<file path="config.mk">
export PLATFORM = sky130hd
export DESIGN_NAME = ssp_top
export DESIGN_NICKNAME = d
export VERILOG_FILES = /design/src/ssp_pkg.sv /design/src/ssp_sync.sv /design/src/ssp_top.sv
export SDC_FILE = /design/constraint.sdc
export NUM_CORES = 1
export LEC_CHECK = 0
export ABC_AREA = 1
export BUFFER_PORTS_ARGS = -buffer_cell sky130_fd_sc_hd__buf_2
export CAP_MARGIN = 0
export CELL_PAD_IN_SITES_DETAIL_PLACEMENT = 1
export CELL_PAD_IN_SITES_GLOBAL_PLACEMENT = 1
export CORE_MARGIN = 2
export CORE_UTILIZATION = 37
export CTS_CLUSTER_SIZE = 10
export DETAILED_ROUTE_END_ITERATION = 12
export MAX_ROUTING_LAYER = met4
export PLACE_DENSITY_LB_ADDON = 0.15
export RECOVER_POWER = 25
export SLEW_MARGIN = 10
export SYNTH_ARGS = -nofsm -noshare
export SYNTH_HDL_FRONTEND = slang
export SYNTH_SLANG_ARGS = --single-unit
</file>
<file path="constraint.sdc">
create_clock -name core_clk -period 14.8 [get_ports core_clk]
set_input_delay 1.48 -clock core_clk [delete_from_list [all_inputs] [get_ports core_clk]]
set_output_delay 1.48 -clock core_clk [all_outputs]
set_load 0.02 [all_outputs]
</file>
<file path="src/ssp_pkg.sv">
// Purpose: Shared constants and types for the serial program port
// Assumes: 100 MHz core clock; 32-bit words, 4-bit address, 28-bit data
// Notes:   Field positions are counted inside the 28-bit data field
package ssp_pkg;

  // Word layout
  localparam int SSP_WORD_W = 32;
  localparam int SSP_ADDR_W = 4;
  localparam int SSP_DATA_W = 28;
  localparam int SSP_NREGS  = 16;

  // Timing
  localparam int SSP_CLK_PERIOD_NS = 10;
  localparam int SSP_RESET_TIME_NS = 1000;
  // Longest time, so it rounds down
  localparam int SSP_RESET_CYC     = SSP_RESET_TIME_NS / SSP_CLK_PERIOD_NS;

  // Register addresses
  localparam logic [3:0] SSP_REG_R0  = 4'h0;
  localparam logic [3:0] SSP_REG_FST = 4'h4;
  localparam logic [3:0] SSP_REG_R5  = 4'h5;

  // Addresses that hold storage: 0..10, 13 and 15
  localparam logic [15:0] SSP_IMPL_MASK = 16'ha7ff;

  // Field positions within the data field
  localparam int SSP_RESET_BIT = 0;
  localparam int SSP_PWDN_LSB  = 1;
  localparam int SSP_MODE_BIT  = 3;
  localparam int SSP_SKIPCAL_BIT = 9;
  localparam int SSP_FST_LSB   = 0;
  localparam int SSP_FST_W     = 12;

  // Values after reset
  localparam logic [27:0] SSP_WORD_DEFAULT = 28'h0000000;

  typedef logic [27:0] ssp_word_t;
  typedef ssp_word_t [15:0] ssp_bank_t;

  // Powerdown selection codes
  typedef enum logic [1:0]
  {
    SSP_PWR_ON      = 2'b00,
    SSP_PWR_PARTIAL = 2'b01,
    SSP_PWR_FULL    = 2'b10
  } ssp_pwr_state_t;

  // Power switches of the analog sections
  typedef struct packed
  {
    logic osc_on;
    logic loop_on;
    logic outbuf_on;
    logic regulator_on;
  } ssp_pwr_t;

  // Pins sampled from outside the core clock domain; the strobe travels
  // inverted so that the filter's all-zero reset matches an idle host
  typedef struct packed
  {
    logic sclk;        // Serial clock level
    logic sdata;       // Serial data level
    logic frame_open;  // Load strobe low: a word is being shifted
    logic enable;      // Enable pin level
  } ssp_pins_t;

endpackage

</file>
<file path="src/ssp_sync.sv">
// Purpose: Three-stage synchroniser with agreement filter
// Assumes: Inputs are asynchronous to core_clk
// Notes:   Output follows once stages two and three agree
`timescale 1ns/100ps
module ssp_sync
#(
  parameter int W = 4
)
(
  // Clock and reset
  input  wire logic         core_clk,
  input  wire logic         rst_n,
  // Data
  input  wire logic [W-1:0] din,
  output logic      [W-1:0] dout
);

  logic [W-1:0] s1_r;   // Metastable stage, read only by s2_r
  logic [W-1:0] s2_r;   // Second stage
  logic [W-1:0] s3_r;   // Third stage
  logic [W-1:0] out_nxt;
  logic [W-1:0] out_r;  // Filtered level

  // Per bit: take the new level only when two stages agree
  genvar gi;
  generate
    for (gi = 0; gi < W; gi++)
    begin : g_bit
      always_comb
      begin
        out_nxt[gi] = (s2_r[gi] == s3_r[gi]) ? s3_r[gi] : out_r[gi];
      end
    end
  endgenerate

  // Stage registers
  always_ff @(posedge core_clk or negedge rst_n)
  begin
    if (!rst_n)
    begin
      s1_r  <= '0;
      s2_r  <= '0;
      s3_r  <= '0;
      out_r <= '0;
    end
    else
    begin
      s1_r  <= din;
      s2_r  <= s1_r;
      s3_r  <= s2_r;
      out_r <= out_nxt;
    end
  end

  assign dout = out_r;

endmodule

</file>
<file path="src/ssp_top.sv">
// Purpose: Three-wire write port and mode control of a synthesizer
// Assumes: Host clock, data and strobe are far slower than core_clk
// Notes:   Pins are oversampled; the serial clock is not a clock domain
// Notes on behaviour
// - Shift register stages; config unchanged while shifting
// - Low four bits select target register
// - Upper 28 bits are written data
// - Sample data on rising clock, MSB first
// - Strobe rise copies data into addressed register
// - Strobe held high ignores serial clocks
// - Full or partial powerdown via word; full powerdown via pin
// - Partial powerdown keeps regulators on
// - Full powerdown switches everything off
// - Mode word selects internal or external oscillator
// - Reset bit restores defaults, then clears
// - Register zero write starts calibration, fast settle
`timescale 1ns/100ps
module ssp_top
  import ssp_pkg::*;
(
  // Clock and reset
  input  wire logic              core_clk,
  input  wire logic              rst_n,
  // Serial pins from the host
  input  wire logic              ser_clk,
  input  wire logic              ser_data,
  input  wire logic              load_latch_strobe,
  input  wire logic              device_enable_pin,
  // Configuration state
  output ssp_pkg::ssp_bank_t     cfg_bank,
  output ssp_pkg::ssp_pwr_t      pwr_ctl,
  output logic                   ext_vco_select,
  // One-cycle action pulses
  output logic                   freq_cal_start,
  output logic                   fast_settle_engage
);
  import ssp_pkg::*;

  localparam int rst_bound = SSP_RESET_CYC;

  // Reset release synchroniser
  logic rst_meta_r;
  logic rst_s_n;

  always_ff @(posedge core_clk or negedge rst_n)
  begin
    if (!rst_n)
    begin
      rst_meta_r <= 1'b0;
      rst_s_n    <= 1'b0;
    end
    else
    begin
      rst_meta_r <= 1'b1;
      rst_s_n    <= rst_meta_r;
    end
  end

  // Pin sampling
  ssp_pins_t pins_raw;   // Raw pin levels
  ssp_pins_t pins_q;     // Filtered levels

  // Strobe is inverted here: zero after reset then means strobe high, so
  // no false load edge appears while the filter fills after reset
  assign pins_raw = '{sclk: ser_clk, sdata: ser_data, frame_open: ~load_latch_strobe,
                      enable: device_enable_pin};

  ssp_sync #(.W(4)) u_sync
  (
    .core_clk (core_clk),
    .rst_n    (rst_s_n),
    .din      (pins_raw),
    .dout     (pins_q)
  );

  // Edge detection state
  logic sclk_d_r;
  logic open_d_r;    // Frame open level one cycle ago
  logic sclk_rise;
  logic load_rise;   // Strobe rose: frame just closed

  // Clock and data pass through the same filter, so they stay aligned
  assign sclk_rise = pins_q.sclk & ~sclk_d_r;
  assign load_rise = ~pins_q.frame_open & open_d_r;

  // Staging shift register and register bank
  logic [31:0] shift_r;       // Staging word
  logic [31:0] shift_nxt;
  ssp_bank_t   bank_r;        // Configuration registers
  ssp_bank_t   bank_nxt;
  logic [3:0]  wr_addr;       // Address field of staged word
  ssp_word_t   wr_data;       // Data field of staged word
  logic        wr_impl;       // Address names stored register
  logic        r0_write;      // Strobe loads register zero

  assign wr_addr  = shift_r[SSP_ADDR_W-1:0];
  assign wr_data  = shift_r[SSP_WORD_W-1:SSP_ADDR_W];
  assign wr_impl  = SSP_IMPL_MASK[wr_addr];
  assign r0_write = load_rise && (wr_addr == SSP_REG_R0);

  // Next shift word and bank contents
  always_comb
  begin
    shift_nxt = shift_r;
    bank_nxt  = bank_r;
    // Bits enter at the bottom, so the first bit ends up as MSB
    if (sclk_rise && pins_q.frame_open)
    begin
      shift_nxt = {shift_r[30:0], pins_q.sdata};
    end
    // Bank only moves on the strobe edge, never during shifting
    if (load_rise && wr_impl)
    begin
      if (wr_addr == SSP_REG_R5 && wr_data[SSP_RESET_BIT])
      begin
        // Defaults hold the reset bit at zero, so it clears itself
        for (int i = 0; i < SSP_NREGS; i++)
        begin
          bank_nxt[i] = SSP_WORD_DEFAULT;
        end
      end
      else
      begin
        bank_nxt[wr_addr] = wr_data;
      end
    end
  end

  // Power and mode decode
  ssp_pwr_state_t pwr_state;   // Effective powerdown state
  ssp_pwr_t       pwr_nxt;
  logic           freq_cal_nxt;
  logic           fast_settle_nxt;
  logic           ext_vco_nxt;

  always_comb
  begin
    // A low enable pin forces full powerdown over the word
    if (!pins_q.enable)
    begin
      pwr_state = SSP_PWR_FULL;
    end
    else
    begin
      unique case (bank_r[SSP_REG_R5][SSP_PWDN_LSB +: 2])
        2'b00:   pwr_state = SSP_PWR_ON;
        2'b01:   pwr_state = SSP_PWR_PARTIAL;
        2'b10:   pwr_state = SSP_PWR_FULL;
        // Spare code is treated as the safest state
        default: pwr_state = SSP_PWR_FULL;
      endcase
    end
    unique case (pwr_state)
      SSP_PWR_ON:      pwr_nxt = 4'b1111;
      SSP_PWR_PARTIAL: pwr_nxt = 4'b0001;
      SSP_PWR_FULL:    pwr_nxt = 4'b0000;
      default:         pwr_nxt = 4'b0000;
    endcase
    ext_vco_nxt     = bank_r[SSP_REG_R5][SSP_MODE_BIT];
    freq_cal_nxt    = r0_write && !wr_data[SSP_SKIPCAL_BIT];
    fast_settle_nxt = r0_write && (bank_r[SSP_REG_FST][SSP_FST_LSB +: SSP_FST_W] != '0);
  end

  // State registers
  always_ff @(posedge core_clk or negedge rst_s_n)
  begin
    if (!rst_s_n)
    begin
      sclk_d_r           <= 1'b0;
      open_d_r           <= 1'b0;
      shift_r            <= '0;
      bank_r             <= {SSP_NREGS{SSP_WORD_DEFAULT}};
      pwr_ctl            <= '0;
      ext_vco_select     <= 1'b0;
      freq_cal_start     <= 1'b0;
      fast_settle_engage <= 1'b0;
    end
    else
    begin
      sclk_d_r           <= pins_q.sclk;
      open_d_r           <= pins_q.frame_open;
      shift_r            <= shift_nxt;
      bank_r             <= bank_nxt;
      pwr_ctl            <= pwr_nxt;
      ext_vco_select     <= ext_vco_nxt;
      freq_cal_start     <= freq_cal_nxt;
      fast_settle_engage <= fast_settle_nxt;
    end
  end

  assign cfg_bank = bank_r;

  // Checks
  shift_hold_a:
    assert property (@(posedge core_clk) disable iff (!rst_s_n)
      !pins_q.frame_open && !open_d_r |=> $stable(shift_r))
    else $error("shift register moved while strobe high");

  bank_quiet_a:
    assert property (@(posedge core_clk) disable iff (!rst_s_n)
      !load_rise |=> $stable(bank_r))
    else $error("bank changed without strobe edge");

  shift_order_a:
    assert property (@(posedge core_clk) disable iff (!rst_s_n)
      sclk_rise && pins_q.frame_open |=>
        shift_r[0] == $past(pins_q.sdata) && shift_r[31:1] == $past(shift_r[30:0]))
    else $error("serial bit not shifted in at bottom");

  load_word_a:
    assert property (@(posedge core_clk) disable iff (!rst_s_n)
      load_rise && wr_impl && wr_addr != SSP_REG_R5 |=>
        bank_r[$past(wr_addr)] == $past(wr_data))
    else $error("strobe did not load addressed register");

  unmapped_hold_a:
    assert property (@(posedge core_clk) disable iff (!rst_s_n)
      load_rise && !wr_impl |=> $stable(bank_r))
    else $error("unmapped address changed the bank");

  reset_clear_a:
    assert property (@(posedge core_clk) disable iff (!rst_s_n)
      load_rise && wr_addr == SSP_REG_R5 && wr_data[SSP_RESET_BIT] |->
        ##[1:rst_bound] (bank_r[SSP_REG_R5] == SSP_WORD_DEFAULT
                         && bank_r[SSP_REG_R0] == SSP_WORD_DEFAULT))
    else $error("reset bit did not restore defaults in time");

  fcal_pulse_a:
    assert property (@(posedge core_clk) disable iff (!rst_s_n)
      r0_write && !wr_data[SSP_SKIPCAL_BIT] |=> freq_cal_start ##1 !freq_cal_start)
    else $error("calibration start pulse missing or too long");

  full_off_a:
    assert property (@(posedge core_clk) disable iff (!rst_s_n)
      !pins_q.enable |=> pwr_ctl == 4'b0000)
    else $error("enable pin low did not fully power down");

  partial_regs_a:
    assert property (@(posedge core_clk) disable iff (!rst_s_n)
      pwr_state == SSP_PWR_PARTIAL |=> pwr_ctl.regulator_on && !pwr_ctl.osc_on
        && !pwr_ctl.loop_on && !pwr_ctl.outbuf_on)
    else $error("partial powerdown power switches wrong");

  vco_source_a:
    assert property (@(posedge core_clk) disable iff (!rst_s_n)
      ##1 ext_vco_select == $past(bank_r[SSP_REG_R5][SSP_MODE_BIT]))
    else $error("oscillator source does not follow mode bit");

endmodule

</file>
==> flow_summary.ini <==
[floorplan]
initial_core_util = 0.3731
die_area_sq_mm = 0.05989
coreArea_sq_mm = 0.05748
die_h_um = 244.7
die_x_um = 244.7
num_rows = 88
io_pins = 461

[clock_tree]
ctsResizeCount = 0
ctsHtreeMaxLevel = 2
clk_path_buf_depth = 3
cts_buffers = 57
cts_tree = done
root_buffer = clkbuf_16
ctsHoldBuffers = 0
clk_pin_slew_ps = 50
worstSkewPairLatency_ps = 610
cts.sinks = 504
post_cts.repair.setup_buffers = 0

[timing]
rsz0062_at_grt = no
slew_violations = 264
skew_ps = 10.33
relSlewSlack = -1.554
hold-worst-slack_ps = 348.6
setup_viol = 0
setup_tns_ps = 0
fin_crit_sh = 0.4671
max_freq_ghz = 0.1446
hold_violations = 0
worst_slack_ps = 7886
period_needed_ps = 6914
tightest_slew_ps = 3832

[status]
violations = capacitance limit, slew limit
status = finished with violations

[logic_synthesis]
avgSynthCellArea_sq_um = 8.897
ys_ff_latch = 504
ys_top_cells_by_area = dfrtp_1, nand2_1, nand3_1, nor2_1, a21boi_0
synth_cells = 2410
ys_types = 28
synth_warnings = 0
yosys.area.top_type = dfrtp_1
synth_top_area_frac = 0.5882
syn_area_sq_mm = 0.02144
syn-num-nets = 2416
synth_seq_area_share = 0.5882

[critical_path]
crit_start = rst_s_n
critPathBufInv = 3
path_max_fanout = 78
critPathMaxStageDelay_ps = 2810
cp.required_ps = 15380
cp.arrival_ps = 7490
reg2reg_depth = 3
end_kind = asynchronous set/reset pin
cpMostUsedCell = buf_4
cp_top_family = buffers and inverters
crit_type = reg2async
r2r_start = rst_s_n
slowest_stage = clkbuf_1
path_cells = clkbuf_1, buf_4, buf_4
cp-start-kind = register
worstSetupPathDepth = 3

[pwr]
pwr-share-seq = 0.449
switchingPower_mw = 1.049
clock_power_share = 0.388
internal_power_mw = 2.194
combPwrFrac = 0.163
p_sw_frac = 0.3235
power_density_mw_per_mm2 = 129.6
power_leakage_nw = 13.70
finalPower_mw = 3.243
peakVddDrop_uv = 86.53

[cells_and_area]
syn2layout_area_growth_pct = 16.71
final_net_count = 2772
drive_gt1_frac = 0.1475
fin_util = 0.4354
nFillCells = 6935
design_area_sq_mm = 0.02502
final_cells = 3547

[routing]
top_layer = met4
vias = 18010
totalWireLength_mm = 79.60
wl_met2_mm = 37.82
routedWlPerCell_um = 22.44
dr_wl_met3_mm = 4.738
wl_met1_mm = 34.57
routed_via_density = 5.078
drt_iter0_markers = 1288
postRouteAntennaNets = 0
drc = 0
drtPass1Iterations = 5

[flow_run]
maxCapViolations = 5

[placed_design]
dp_cells = 3472
gp_congestion = 0.8113
dpl_cell_area_sq_mm = 0.02369
pre_cts_ws_ps = 10910
port_buffers = 459
hpwlAfterDp_mm = 49.83

[global_routing]
grt_max_degree = 193
antenna_found_initial = 4
grt_overflow_total = 0
grt_pass1_vias = 18440
grtUsageTotal = 0.2714
grt_pass1_wl_mm = 118.6

[hold_path]
hp-class = reg2reg
whs_path_depth = 0
min-delay-start = u_sync.s1_r[0]
cells in the final DEF, fill, tap and decap left out, types with 3 or more instances in the layout:
master     netlist  layout
a21boi_0        84      84
buf_2           39     293
buf_4           21       6
clkbuf_1        71     176
clkbuf_16        0      57
clkbuf_8         0       4
dfrtp_1        504     504
diode_2          0       3
inv_1           72      71
inv_2            4       4
maj3_1           4       4
nand2_1        829     830
nand2_2         10       9
nand2_4          7       7
nand2_8         17      17
nand3_1        332     333
nor2_1         327     327
nor2_2           3       3
nor2_4           4       4
o21ai_0         31      31
cells by family (layout without fill, tap and decap cells):
logic type	Yosys count	in the layout	share of synthesized area
AOI/OAI and AO/OA	117	117	0.03717
and+or+nand+nor	1533	1533	0.3070
buffers and inverters	250	619	0.06541
other	2	5	0.0003503
DFF	504	504	0.5882
adders and majority gates	4	4	0.001867
power groups by stage:
stage               Sequential [mW]  Clock (mW)  Combinational [mW]
global placement               1.48           0               0.526
finish                         1.46        1.26               0.529
floorplan                      1.50           0               0.369
detailed placement             1.48           0               0.535
CTS                            1.45        1.29               0.536
global route                   1.46        1.34               0.573
layout make-up:
cell class / instances / area [sq um] / share of cell area
well taps: 765 / 957.2 / 0.03825
clock inverters: 3 / 41.29 / 0.001650
flip-flops and latches: 504 / 12610 / 0.5040
repair buffers: 470 / 2193 / 0.08765
inverters: 77 / 289.0 / 0.01155
clock buffers: 69 / 1511 / 0.06040
multi-input cells: 1656 / 7412 / 0.2962
diodes: 3 / 7.507 / 0.0003000
final timing paths:
| kind | slack (ps) | endpoint |
|---|---|---|
| min in group asynchronous | 650 | rst_s_n |
| setup / recovery | 7890 | cfg_bank[15] |
| hold reg to reg | 350 | u_sync.s2_r[0] |
| max in group core_clk | 9210 | cfg_bank[6] |
| hold / removal | 350 | u_sync.s2_r[0] |
| setup reg to reg | 7890 | cfg_bank[15] |
sequential cells by signal, indices dropped and copies added, names as in the netlist:
signal and count:
cfg_bank 447, ext_vco_select 1, fast_settle_engage 1, freq_cal_start 1, open_d_r 1, pwr_ctl 2, rst_meta_r 1, rst_s_n 1
sclk_d_r 1, shift_r 32, u_sync.dout 4, u_sync.s1_r 4, u_sync.s2_r 4, u_sync.s3_r 4
cell usage after synthesis (all sizes together):
library cell  number
o21ai             31
inv               76
nand4              1
nor2             334
clkbuf            71
nand3b             1
maj3               4
a21boi            84
dfrtp            504
buf              102
clkinv             1
conb               2
nand3            333
nand2            863
a21oi              1
nor3               1
a31oi              1
metal layers:
| metal | vias up | track usage |
|---|---|---|
| li1 | 8219 | - |
| met1 | 9138 | 0.3591 |
| met2 | 526 | 0.4271 |
| met3 | 130 | 0.04603 |
| met4 | 0 | 0.08483 |
| met5 | - | - |
Note: power is estimated with default switching activity, not from simulation.
